==> config.mk <==
export PLATFORM = sky130hd
export DESIGN_NAME = hpio_port
export DESIGN_NICKNAME = d
export VERILOG_FILES = /design/src/verilog/hpio_pkg.sv /design/src/verilog/hpio_port.sv
export SDC_FILE = /design/constraint.sdc
export NUM_CORES = 1
export LEC_CHECK = 0
export ABC_CLOCK_PERIOD_IN_PS = 2500
export BUFFER_PORTS_ARGS = -buffer_cell sky130_fd_sc_hd__buf_2
export CORE_UTILIZATION = 40
export DETAILED_ROUTE_END_ITERATION = 16
export PLACE_DENSITY = 0.64
export RECOVER_POWER = 100
export SYNTH_ARGS = -nofsm -noshare
export SYNTH_HDL_FRONTEND = slang
export SYNTH_SLANG_ARGS = --single-unit
==> constraint.sdc <==
create_clock -name REF_CLK -period 2.5 [get_ports REF_CLK]
set_input_delay 0.125 -clock REF_CLK [delete_from_list [all_inputs] [get_ports REF_CLK]]
set_output_delay 0.125 -clock REF_CLK [all_outputs]
set_load 0.02 [all_outputs]
==> src/verilog/hpio_pkg.sv <==
package hpio_pkg;
  // register select by processor address bits 2:1
  localparam logic [1:0] REG_COUNT = 2'h0;
  localparam logic [1:0] REG_ADDR = 2'h1;
  localparam logic [1:0] REG_STAT = 2'h2;
  localparam logic [1:0] REG_DATA = 2'h3;
  // status fields
  localparam int ST_MODE_IN = 3;
  localparam int ST_DMA_DONE = 4;
  localparam int ST_OWR = 5;
  localparam int ST_EN_OUT = 6;
  localparam int ST_SYNC_OUT = 7;
  localparam int ST_CNT_NZ = 8;
  localparam int ST_DMA_GO = 11;
  localparam int ST_EN_IN = 13;
  localparam logic [15:0] ST_WR_MASK = 16'h686F;
  localparam logic [15:0] ST_RST = 16'h0000;
  localparam logic [15:0] ADDR_RST = 16'h0000;
  localparam logic [15:0] COUNT_RST = 16'h0000;
  // trap vectors, first card
  localparam logic [8:0] TRAP_IN = 9'h050;
  localparam logic [8:0] TRAP_OUT = 9'h054;
  localparam int BUF_DEPTH = 2;
  typedef enum logic [3:0] {
    S_IDLE = 4'h0,
    S_OUT_GOT = 4'h1,
    S_OUT_WAIT = 4'h2,
    S_DMA_OREQ = 4'h3,
    S_DMA_OBUS = 4'h4,
    S_IN_LOAD = 4'h5,
    S_IN_READY = 4'h6,
    S_IN_DONE = 4'h7,
    S_DMA_IBUS = 4'h8,
    S_OUT_IRQ = 4'h9
  } hpio_state_t;
endpackage : hpio_pkg

==> src/verilog/hpio_port.sv <==
`timescale 1ns/1ps
// Contract
// - host init becomes processor reset request
// - interrupt when host output word announced in single-word mode
// - single word to processor, DMA to memory
// - interrupt after host accepts single input word, or last DMA word
// - separate 16-bit words, own handshakes
// - internal bus muxes host, processor, registers
// - input register drives host input lines
// - address register drives DMA bus address
// - count register gives nonzero flag, zero LED
// - status mixes written and generated bits
// - decode address bits 2:1 with write, valid
// - write captures bus, read returns contents
// - state counter sequences every transfer
// - distinct sequences for in/out, single/DMA
// - state shown on four indicator outputs
// - master drives address, data, waits ack
// - slave steers data, returns acknowledge
// - interrupts from single words, DMA input end, and DMA output end if its last write is acked in S_DMA_OBUS
// - trap address identifies interrupt type
// - processor reset initialises every circuit except the buffer storage
// - status card clock clocks all logic
// - host signals active high inside card
// - output received level and data pulse
// - input ready, then next data pulse
// - reset clears registers, state zero
module hpio_port (
  input wire logic REF_CLK,
  input wire logic RESETN,
  input wire logic [15:0] HOST_OUTPUT_WORD,
  input wire logic HOST_OUTPUT_CONTROL,
  input wire logic HOST_INPUT_CONTROL,
  input wire logic HOST_INIT,
  input wire logic HOST_POL_LOW,
  output logic [15:0] HOST_INPUT_WORD,
  output logic OUTPUT_WORD_RECEIVED,
  output logic OUTPUT_DATA_RECEIVED_PULSE,
  output logic INPUT_WORD_READY,
  output logic NEXT_DATA_READY_PULSE,
  output logic SYSTEM_RESET_REQ,
  input wire logic [17:0] BUS_ADDR_IN,
  input wire logic [15:0] BUS_DATA_IN,
  input wire logic BUS_WRITE_IN,
  input wire logic BUS_ADDRESS_VALID_IN,
  input wire logic BUS_ACKNOWLEDGE_IN,
  input wire logic BUS_GRANT,
  output logic BUS_REQUEST,
  output logic [17:0] BUS_ADDR_OUT,
  output logic [15:0] BUS_DATA_OUT,
  output logic BUS_DATA_OE,
  output logic BUS_MASTER_OE,
  output logic BUS_WRITE_OUT,
  output logic BUS_ADDRESS_VALID_OUT,
  output logic BUS_ACKNOWLEDGE_OUT,
  output logic IRQ,
  output logic [8:0] TRAP_ADDR,
  output logic [3:0] STATE_LEDS,
  output logic COUNT_ZERO_LED,
  output logic COUNT_NONZERO_FLAG
);
  ////////////////////////////////////////////////////////////////////
  // host pin synchronisers; polarity strap also synchronised
  logic [19:0] s1_ff;
  logic [19:0] s2_ff;
  logic [15:0] h_word;
  logic h_host_output_control;
  logic h_host_input_control;
  logic h_init;
  always_ff @(posedge REF_CLK or negedge RESETN) begin
    if (!RESETN) begin
      s1_ff <= 20'h00000;
      s2_ff <= 20'h00000;
    end else begin
      s1_ff <= {HOST_POL_LOW, HOST_INIT, HOST_INPUT_CONTROL, HOST_OUTPUT_CONTROL,
                HOST_OUTPUT_WORD};
      s2_ff <= s1_ff;
    end
  end
  assign h_word = s2_ff[19] ? ~s2_ff[15:0] : s2_ff[15:0];
  assign h_host_output_control = s2_ff[19] ^ s2_ff[16];
  assign h_host_input_control = s2_ff[19] ^ s2_ff[17];
  assign h_init = s2_ff[19] ^ s2_ff[18];
  always_ff @(posedge REF_CLK or negedge RESETN) begin
    if (!RESETN) SYSTEM_RESET_REQ <= 1'b0;
    else SYSTEM_RESET_REQ <= h_init;
  end
  ////////////////////////////////////////////////////////////////////
  // slave decode
  logic av_d_ff;
  logic sel;
  logic wr_cmd;
  logic rd_cmd;
  logic [1:0] rsel;
  assign sel = BUS_ADDRESS_VALID_IN && BUS_ADDR_IN[17:3] == 15'h7905 && !BUS_MASTER_OE;
  assign rsel = BUS_ADDR_IN[2:1];
  assign wr_cmd = sel && !av_d_ff && BUS_WRITE_IN;
  assign rd_cmd = sel && !av_d_ff && !BUS_WRITE_IN;
  always_ff @(posedge REF_CLK or negedge RESETN) begin
    if (!RESETN) av_d_ff <= 1'b0;
    else av_d_ff <= sel;
  end
  ////////////////////////////////////////////////////////////////////
  // registers
  hpio_pkg::hpio_state_t state_ff;
  logic [15:0] addr_ff;
  logic [15:0] count_ff;
  logic [15:0] stat_ff;
  logic [15:0] stat_rd;
  logic [15:0] in_ff;
  logic [15:0] io_bus;
  logic ack_ff;
  logic dma_step;
  logic owr_set;
  logic dma;
  // buffer storage and master flag are read by the data register below
  localparam int BUF_DEPTH_L = hpio_pkg::BUF_DEPTH;
  logic [15:0] buf_mem [BUF_DEPTH_L];
  logic buf_out_valid;
  logic mst_ff;
  assign dma = stat_ff[hpio_pkg::ST_DMA_GO];
  assign COUNT_NONZERO_FLAG = count_ff != 16'h0000;
  assign COUNT_ZERO_LED = !COUNT_NONZERO_FLAG;
  always_comb begin
    stat_rd = stat_ff & hpio_pkg::ST_WR_MASK;
    stat_rd[hpio_pkg::ST_SYNC_OUT] = h_host_output_control;
    stat_rd[hpio_pkg::ST_CNT_NZ] = COUNT_NONZERO_FLAG;
    stat_rd[hpio_pkg::ST_DMA_DONE] = !COUNT_NONZERO_FLAG;
  end
  always_comb begin
    io_bus = BUS_DATA_IN;
    if (rd_cmd) begin
      unique case (rsel)
        hpio_pkg::REG_COUNT: io_bus = count_ff;
        hpio_pkg::REG_ADDR: io_bus = addr_ff;
        hpio_pkg::REG_STAT: io_bus = stat_rd;
        hpio_pkg::REG_DATA: io_bus = in_ff;
      endcase
    end else if (state_ff == hpio_pkg::S_OUT_GOT || state_ff == hpio_pkg::S_DMA_OREQ) begin
      io_bus = h_word;
    end
  end
  // data out is registered from the mux; slave reads present on ack
  always_ff @(posedge REF_CLK or negedge RESETN) begin
    if (!RESETN) begin
      ack_ff <= 1'b0;
      BUS_DATA_OUT <= 16'h0000;
    end else begin
      if (rd_cmd || wr_cmd) ack_ff <= 1'b1;
      else if (!sel) ack_ff <= 1'b0;
      if (rd_cmd || state_ff == hpio_pkg::S_OUT_GOT)
        BUS_DATA_OUT <= io_bus;
      // dma words leave the buffer head, so a stalled master loses none
      else if (buf_out_valid && !mst_ff)
        BUS_DATA_OUT <= buf_mem[buf_rp_ff];
    end
  end
  assign BUS_ACKNOWLEDGE_OUT = ack_ff;
  always_ff @(posedge REF_CLK or negedge RESETN) begin
    if (!RESETN) addr_ff <= hpio_pkg::ADDR_RST;
    else if (wr_cmd && rsel == hpio_pkg::REG_ADDR) addr_ff <= io_bus;
    else if (dma_step) addr_ff <= addr_ff + 16'h0002;
  end
  always_ff @(posedge REF_CLK or negedge RESETN) begin
    if (!RESETN) count_ff <= hpio_pkg::COUNT_RST;
    else if (wr_cmd && rsel == hpio_pkg::REG_COUNT) count_ff <= io_bus;
    else if (dma_step && count_ff != 16'h0000) count_ff <= count_ff - 16'h0001;
  end
  always_ff @(posedge REF_CLK or negedge RESETN) begin
    if (!RESETN) begin
      stat_ff <= hpio_pkg::ST_RST;
    end else begin
      if (wr_cmd && rsel == hpio_pkg::REG_STAT)
        stat_ff <= (io_bus & hpio_pkg::ST_WR_MASK) | (stat_ff & 16'h0020);
      if (owr_set) stat_ff[hpio_pkg::ST_OWR] <= 1'b1; // set beats clear
      else if (!h_host_output_control) stat_ff[hpio_pkg::ST_OWR] <= 1'b0;
    end
  end
  // host input register loads from processor write or from DMA read
  always_ff @(posedge REF_CLK or negedge RESETN) begin
    if (!RESETN) in_ff <= 16'h0000;
    else if (wr_cmd && rsel == hpio_pkg::REG_DATA) in_ff <= io_bus;
    else if (state_ff == hpio_pkg::S_DMA_IBUS && BUS_ACKNOWLEDGE_IN) in_ff <= BUS_DATA_IN;
  end
  assign HOST_INPUT_WORD = in_ff;
  ////////////////////////////////////////////////////////////////////
  // two-entry buffer between host output capture and bus master
  logic [1:0] buf_cnt_ff;
  logic buf_wp_ff;
  logic buf_rp_ff;
  logic buf_in_valid;
  logic buf_in_ready;
  logic buf_out_ready;
  assign buf_in_ready = buf_cnt_ff != 2'h2;
  assign buf_out_valid = buf_cnt_ff != 2'h0;
  assign buf_in_valid = state_ff == hpio_pkg::S_DMA_OREQ && !stat_ff[hpio_pkg::ST_OWR];
  always_ff @(posedge REF_CLK) begin
    if (buf_in_valid && buf_in_ready) buf_mem[buf_wp_ff] <= h_word;
  end
  always_ff @(posedge REF_CLK or negedge RESETN) begin
    if (!RESETN) begin
      buf_cnt_ff <= 2'h0;
      buf_wp_ff <= 1'b0;
      buf_rp_ff <= 1'b0;
    end else begin
      if (buf_in_valid && buf_in_ready) buf_wp_ff <= ~buf_wp_ff;
      if (buf_out_valid && buf_out_ready) buf_rp_ff <= ~buf_rp_ff;
      buf_cnt_ff <= buf_cnt_ff + {1'b0, buf_in_valid && buf_in_ready}
                    - {1'b0, buf_out_valid && buf_out_ready};
    end
  end
  ////////////////////////////////////////////////////////////////////
  // bus master: one write per buffered word, one read per input word
  logic mst_av_ff;
  logic mst_rd;
  assign mst_rd = state_ff == hpio_pkg::S_DMA_IBUS;
  assign BUS_REQUEST = (buf_out_valid || mst_rd) && !mst_ff && !sel;
  assign buf_out_ready = mst_ff && !mst_rd && BUS_ACKNOWLEDGE_IN && mst_av_ff;
  assign dma_step = mst_ff && mst_av_ff && BUS_ACKNOWLEDGE_IN;
  always_ff @(posedge REF_CLK or negedge RESETN) begin
    if (!RESETN) begin
      mst_ff <= 1'b0;
      mst_av_ff <= 1'b0;
    end else if (!mst_ff) begin
      mst_ff <= BUS_REQUEST && BUS_GRANT;
    end else if (!mst_av_ff) begin
      mst_av_ff <= 1'b1;
    end else if (BUS_ACKNOWLEDGE_IN) begin
      mst_ff <= 1'b0;
      mst_av_ff <= 1'b0;
    end
  end
  assign BUS_MASTER_OE = mst_ff;
  assign BUS_ADDR_OUT = {stat_ff[2:1], addr_ff};
  assign BUS_WRITE_OUT = mst_ff && !mst_rd;
  assign BUS_ADDRESS_VALID_OUT = mst_av_ff;
  assign BUS_DATA_OE = (mst_ff && !mst_rd) || ack_ff && !BUS_WRITE_IN;
  ////////////////////////////////////////////////////////////////////
  // sequence counter
  logic irq_in;
  logic irq_out;
  always_ff @(posedge REF_CLK or negedge RESETN) begin
    if (!RESETN) begin
      state_ff <= hpio_pkg::S_IDLE;
    end else begin
      unique case (state_ff)
        hpio_pkg::S_IDLE:
          if (h_host_output_control) state_ff <= dma ? hpio_pkg::S_DMA_OREQ : hpio_pkg::S_OUT_IRQ;
          else if (wr_cmd && rsel == hpio_pkg::REG_DATA) state_ff <= hpio_pkg::S_IN_LOAD;
          else if (dma && stat_ff[hpio_pkg::ST_MODE_IN] && COUNT_NONZERO_FLAG)
            state_ff <= hpio_pkg::S_DMA_IBUS;
        hpio_pkg::S_OUT_IRQ: state_ff <= hpio_pkg::S_OUT_GOT;
        hpio_pkg::S_OUT_GOT: state_ff <= hpio_pkg::S_OUT_WAIT;
        hpio_pkg::S_OUT_WAIT: if (!h_host_output_control) state_ff <= hpio_pkg::S_IDLE;
        hpio_pkg::S_DMA_OREQ: if (buf_in_ready) state_ff <= hpio_pkg::S_DMA_OBUS;
        hpio_pkg::S_DMA_OBUS:
          if (!h_host_output_control) state_ff <= hpio_pkg::S_IDLE;
        hpio_pkg::S_DMA_IBUS: if (dma_step) state_ff <= hpio_pkg::S_IN_LOAD;
        hpio_pkg::S_IN_LOAD: state_ff <= hpio_pkg::S_IN_READY;
        hpio_pkg::S_IN_READY: if (h_host_input_control) state_ff <= hpio_pkg::S_IN_DONE;
        hpio_pkg::S_IN_DONE: if (!h_host_input_control) state_ff <= hpio_pkg::S_IDLE;
        default: state_ff <= hpio_pkg::S_IDLE;
      endcase
    end
  end
  assign STATE_LEDS = state_ff;
  // single-word output hands the word to the processor by loading BUS_DATA_OUT in S_OUT_GOT
  assign owr_set = state_ff == hpio_pkg::S_OUT_GOT || state_ff == hpio_pkg::S_DMA_OBUS;
  assign OUTPUT_WORD_RECEIVED = stat_ff[hpio_pkg::ST_OWR];
  assign INPUT_WORD_READY = state_ff == hpio_pkg::S_IN_READY;
  always_ff @(posedge REF_CLK or negedge RESETN) begin
    if (!RESETN) begin
      OUTPUT_DATA_RECEIVED_PULSE <= 1'b0;
      NEXT_DATA_READY_PULSE <= 1'b0;
    end else begin
      OUTPUT_DATA_RECEIVED_PULSE <= owr_set && !stat_ff[hpio_pkg::ST_OWR];
      NEXT_DATA_READY_PULSE <= INPUT_WORD_READY && h_host_input_control;
    end
  end
  ////////////////////////////////////////////////////////////////////
  // interrupts: output on announce or on last DMA write acked in S_DMA_OBUS, input after host accepts a single or last DMA word
  assign irq_out = state_ff == hpio_pkg::S_OUT_IRQ ||
                   (state_ff == hpio_pkg::S_DMA_OBUS && dma_step && count_ff == 16'h0001);
  assign irq_in = state_ff == hpio_pkg::S_IN_DONE && !h_host_input_control &&
                  (!dma || count_ff == 16'h0000);
  always_ff @(posedge REF_CLK or negedge RESETN) begin
    if (!RESETN) begin
      IRQ <= 1'b0;
      TRAP_ADDR <= 9'h000;
    end else if (irq_out && stat_ff[hpio_pkg::ST_EN_OUT]) begin
      IRQ <= 1'b1;
      TRAP_ADDR <= hpio_pkg::TRAP_OUT;
    end else if (irq_in && stat_ff[hpio_pkg::ST_EN_IN]) begin
      IRQ <= 1'b1;
      TRAP_ADDR <= hpio_pkg::TRAP_IN;
    end else begin
      IRQ <= 1'b0;
    end
  end
  ////////////////////////////////////////////////////////////////////
  irq_out_a: assert property (@(posedge REF_CLK) disable iff (!RESETN)
    state_ff == hpio_pkg::S_OUT_IRQ && stat_ff[hpio_pkg::ST_EN_OUT] |=> IRQ &&
    TRAP_ADDR == hpio_pkg::TRAP_OUT) else $error("output interrupt missing");
  input_ready_a: assert property (@(posedge REF_CLK) disable iff (!RESETN)
    INPUT_WORD_READY && h_host_input_control |=> !INPUT_WORD_READY ##0 NEXT_DATA_READY_PULSE)
    else $error("input handshake wrong");
  owr_hold_a: assert property (@(posedge REF_CLK) disable iff (!RESETN)
    OUTPUT_WORD_RECEIVED && h_host_output_control |=> OUTPUT_WORD_RECEIVED) else $error("owr dropped");
  odr_pulse_a: assert property (@(posedge REF_CLK) disable iff (!RESETN)
    OUTPUT_DATA_RECEIVED_PULSE |=> !OUTPUT_DATA_RECEIVED_PULSE) else $error("odr too long");
  slave_ack_a: assert property (@(posedge REF_CLK) disable iff (!RESETN)
    wr_cmd || rd_cmd |=> BUS_ACKNOWLEDGE_OUT) else $error("no slave ack");
  count_dec_a: assert property (@(posedge REF_CLK) disable iff (!RESETN)
    dma_step && count_ff != 16'h0000 && !wr_cmd |=> count_ff == $past(count_ff) - 16'h0001)
    else $error("count not decremented");
  master_hold_a: assert property (@(posedge REF_CLK) disable iff (!RESETN)
    BUS_ADDRESS_VALID_OUT && !BUS_ACKNOWLEDGE_IN |=> BUS_ADDRESS_VALID_OUT)
    else $error("address valid dropped early");
  leds_state_a: assert property (@(posedge REF_CLK) disable iff (!RESETN)
    STATE_LEDS == state_ff) else $error("leds wrong");
  nz_flag_a: assert property (@(posedge REF_CLK) disable iff (!RESETN)
    COUNT_NONZERO_FLAG != COUNT_ZERO_LED) else $error("count flag wrong");
  cov_single_out: cover property (@(posedge REF_CLK) state_ff == hpio_pkg::S_OUT_WAIT);
  cov_dma_out: cover property (@(posedge REF_CLK) state_ff == hpio_pkg::S_DMA_OBUS && dma_step);
  cov_input: cover property (@(posedge REF_CLK) NEXT_DATA_READY_PULSE);
  cov_buf_full: cover property (@(posedge REF_CLK) buf_cnt_ff == 2'h2);
  cov_dma_in: cover property (@(posedge REF_CLK) state_ff == hpio_pkg::S_DMA_IBUS);
  ////////////////////////////////////////////////////////////////////
  // host init must reach the processor within the sync delay
  init_req_a: assert property (@(posedge REF_CLK) disable iff (!RESETN)
    h_init |=> SYSTEM_RESET_REQ)
    else $error("reset request missing");
  // every interrupt carries one of the two known vectors
  trap_type_a: assert property (@(posedge REF_CLK) disable iff (!RESETN)
    IRQ |-> (TRAP_ADDR == hpio_pkg::TRAP_IN || TRAP_ADDR == hpio_pkg::TRAP_OUT))
    else $error("unknown trap vector");
  // received flag only lives while the host holds output control
  owr_clear_a: assert property (@(posedge REF_CLK) disable iff (!RESETN)
    !h_host_output_control && !owr_set |=> !OUTPUT_WORD_RECEIVED)
    else $error("owr stuck");
  next_data_ready_pulse_pulse_a: assert property (@(posedge REF_CLK) disable iff (!RESETN)
    NEXT_DATA_READY_PULSE |=> !NEXT_DATA_READY_PULSE)
    else $error("next_data_ready_pulse too long");
  // address valid without bus ownership would clash with another master
  master_own_a: assert property (@(posedge REF_CLK) disable iff (!RESETN)
    BUS_ADDRESS_VALID_OUT |-> BUS_MASTER_OE)
    else $error("valid without bus");
  addr_step_a: assert property (@(posedge REF_CLK) disable iff (!RESETN)
    dma_step && !wr_cmd |=> addr_ff == $past(addr_ff) + 16'h0002)
    else $error("address not stepped");
  // slave must stay deaf to its own master cycles
  slave_refuse_a: assert property (@(posedge REF_CLK) disable iff (!RESETN)
    BUS_MASTER_OE |-> !wr_cmd && !rd_cmd)
    else $error("slave decode while master");
  single_out_a: assert property (@(posedge REF_CLK) disable iff (!RESETN)
    state_ff == hpio_pkg::S_OUT_GOT |=> BUS_DATA_OUT == $past(h_word))
    else $error("single word not presented");
  // two entries only; a third would overwrite an unsent word
  buf_limit_a: assert property (@(posedge REF_CLK) disable iff (!RESETN)
    buf_cnt_ff != 2'h3)
    else $error("buffer overrun");
endmodule : hpio_port
==> results.md <==
- Placer Congestion: 0.915
- Global-route wire length before repair: 32.7 mm
- Tcrit/Tclk final: 94.7%
- Pwr Total: 9.99 mW
- Drt via density: 5.42
- Syn_area_per_cell: 11.1 um2
- Rows: 50
- Io pins: 137
- Setup-failing EPs final: 0
- Vias in the first global route: 5721
- Clk Latency, worst-skew pair: 0.43 ns
- P&R area growth vs syn: 23.1%
- CP endpoint kind: output port
- Top_reg_cell synth: dfrtp_1
- Peak Freq: 0.422 GHz
- Status: finished clean
- Clk slew on worst S/H paths: 0.07 ns
- Cells after synthesis: 691
- GRT met1 Usage: 30.1%
- Fin. Hold Viols: 0
- WP buf/inv: 3
- Sequential share of the synthesized area: 55.2%
- Adder-Cell Fraction of Synth Area: 0.815%
- Clk_skew: 0.0110 ns
- Total GRT Usage: 22.2%
- Worst Path Required: 2.38 ns
- TritonRoute pass-1 iters: 5
- Max-slew violation count: 0
- Worst-margin pin slew: 1.38 ns
- RSZ-0062 raised after global routing: false
- Initial antenna violation count: 0
- Initial core utilization: 40.9%
- Fin crit period: 2.37 ns
- Post-synthesis compound-gate area fraction: 9.70%
- # DRC: 0
- Top Usage Layer GRT: met2
- H-tree levels: 4
- Number of port buffers: 129
- Xor and xnor area share after synthesis: 5.25%
- CTS tree: yes
- Ys async rst share: 80.4%
- Grt ovf: 0
- Global Route met3 Usage: 3.59%
- Synth Cell Area: 7670 um2
- Crit path launch type: flop
- Post-Synth Simple-Gate Area: 13.6%
- Starting DRC count in detailed routing: 505
- Clock root buffer master: clkbuf_16
- Final WL: 21.0 mm
- Die X: 141 um
- Synth Register Bits: 163
- Utilization after layout: 50.3%
- Post-synth EDFFs: 32
- CP delay by family, top: simple AND/OR/NAND/NOR gates
- Total number of vias: 6045
- Largest net degree at the start of global routing: 57
- Main combinational cell family by area after synthesis: simple AND/OR/NAND/NOR gates
- Die area: 19700 um2
- Worst Path Class, Setup: reg2out
- Commonest non-fill, non-tap cells in the layout: dfrtp_1, clkbuf_1, nor2_1
- Post-CTS Setup Bufs: 0
- Slew margin rel.: 7.99%
- Post-detail-place hpwl: 15.4 mm
- Multiplexer share of the synthesized area: 11.8%
- Max-cap violation count: 0
- Routed WL per cell: 18.8 um
- Core Footprint: 18800 um2
- Leakage: 4.02 nW
- PwrDens: 1060 nW/um2
- Sink Count: 163
- DRT antenna net count: 0
- Num CTS Buffers: 17
- VDD IR max: 0.583 mV
- Die H: 141 um
- Class of the worst hold path: in2reg
- Crit path max fanout: 5
- Leading cell type in the layout, fill and taps excluded: dfrtp_1
- Count of cell types in the netlist: 55
- Fillers: 1771
- Crit path DAT: 2.24 ns
- GR met2 Demand/Resource: 35.5%
- N_diodes: 0
- Warnings, synthesis: 0
- Crit-path slowest cell: nor4_1
- Clock Tree Buf Depth: 2
- Worst path max stage delay: 0.49 ns
- Worst-path cell chain: nor4_1 -> nand4_1 -> buf_4 -> inv_1 -> clkbuf_1
- Final net count: 933
- Layout cell share with drive strength beyond 1: 19.0%
-- tightest hold or removal path: cells and delay by family --
kind | cells | cell delay [ns]
buf+inv | 1 | 0.12
compound gates | 1 | 0.13
simple gates | 1 | 0.08
-- path summary, 6_finish.rpt --
check | start | to | slack (ns) | depth (start not counted)
setup / recovery | count_ff[8] | COUNT_ZERO_LED | 0.13 | 5
hold / removal | BUS_ACKNOWLEDGE_IN | BUS_MASTER_OE | 0.08 | 3
setup reg to reg | BUS_MASTER_OE | count_ff[7] | 0.15 | 6
hold reg to reg | s1_ff[7] | s2_ff[7] | 0.34 | 0
max in group asynchronous | RESETN | count_ff[4] | 0.50 | 3
min in group asynchronous | RESETN | TRAP_ADDR[2] | 0.54 | 2
-- flip-flops by register name, summed over array words and instances (netlist names) --
register and flops:
buf_rp_ff 1, STATE_LEDS 4, buf_mem 32, BUS_MASTER_OE 1, buf_wp_ff 1, SYSTEM_RESET_REQ 1, BUS_ACKNOWLEDGE_OUT 1, s2_ff 20
IRQ 1, HOST_INPUT_WORD 16, addr_ff 16, av_d_ff 1, buf_cnt_ff 2, BUS_DATA_OUT 16, OUTPUT_DATA_RECEIVED_PULSE 1, NEXT_DATA_READY_PULSE 1
TRAP_ADDR 2, s1_ff 20, BUS_ADDRESS_VALID_OUT 1, count_ff 16, stat_ff 9
-- final cells by class --
cell class | count | area (um2) | area share, %
sequential | 163 | 4240 | 44.9
clock inverter | 12 | 98.8 | 1.05
inverter | 16 | 60.1 | 0.636
clock buffer | 20 | 457 | 4.83
tap | 234 | 293 | 3.10
multi-input combinational | 473 | 3200 | 33.9
timing repair buffer | 197 | 1100 | 11.7
-- Yosys cell counts, types with 4 or more instances --
library cell / count / share of area (%)
nor2b_1: 4 / 0.33
mux2i_1: 41 / 5.3
xnor2_1: 26 / 3.0
mux4_2: 12 / 3.5
or4_1: 4 / 0.39
a21oi_1: 57 / 3.7
inv_1: 16 / 0.78
nand3_1: 10 / 0.65
edfxtp_1: 32 / 13
mux2_2: 19 / 2.8
ha_1: 5 / 0.82
dfrtp_1: 131 / 43
nand2b_1: 6 / 0.49
xor2_1: 20 / 2.3
o21ai_0: 38 / 2.5
nand4_1: 9 / 0.73
a211oi_1: 4 / 0.39
nand2_1: 52 / 2.5
clkbuf_1: 26 / 1.3
or3_1: 5 / 0.41
nor2_1: 80 / 3.9
nor4_1: 10 / 0.82
o211ai_1: 17 / 1.7
buf_4: 9 / 0.88
buf_2: 7 / 0.46
nor3_1: 13 / 0.85
-- where the power goes --
part / switching, mW / internal, mW / total (mW)
combinational: 2.25 / 1.45 / 3.70
sequential: 0.531 / 3.29 / 3.82
clock: 1.12 / 1.34 / 2.47
-- through the flow --
step	area, um2	cells	hold WS [ns]	worst slack [ns]	TNS [ns]
after global placement	8830	1061	0.131	0.228	0
final	9450	1115	0.0756	0.132	0
after global routing	9450	1115	0.0899	0.0387	0
after floorplan	7690	696	-0.171	-0.00909	-0.289
after detailed placement	8830	1061	0.121	0.182	0
after CTS	9610	1115	0.0619	0.221	0
-- cell families (layout without fill, tap and decap cells) --
group           after synthesis  after routing
simple gates                213            213
flops                       163            163
compound gates              130            130
mux                          73             73
buf+inv                      60            245
xor+xnor                     46             46
fa+ha+maj                     5              5
other cells                   1              6
-- metal layers --
metal,wire length [um],up-vias
li1,-,2802
met1,9110,2995
met3,1240,39
met2,10100,209
met5,0,-
met4,552,0
-- repair_timing --
| action | in CTS | in global routing |
|---|---|---|
| resized for setup | 0 | 1 |
| setup endpoints to repair | 0 | 1 |
| hold buffers | 22 | 0 |
| hold endpoints to repair | 74 | 0 |
(Power assumes the default switching activity.)
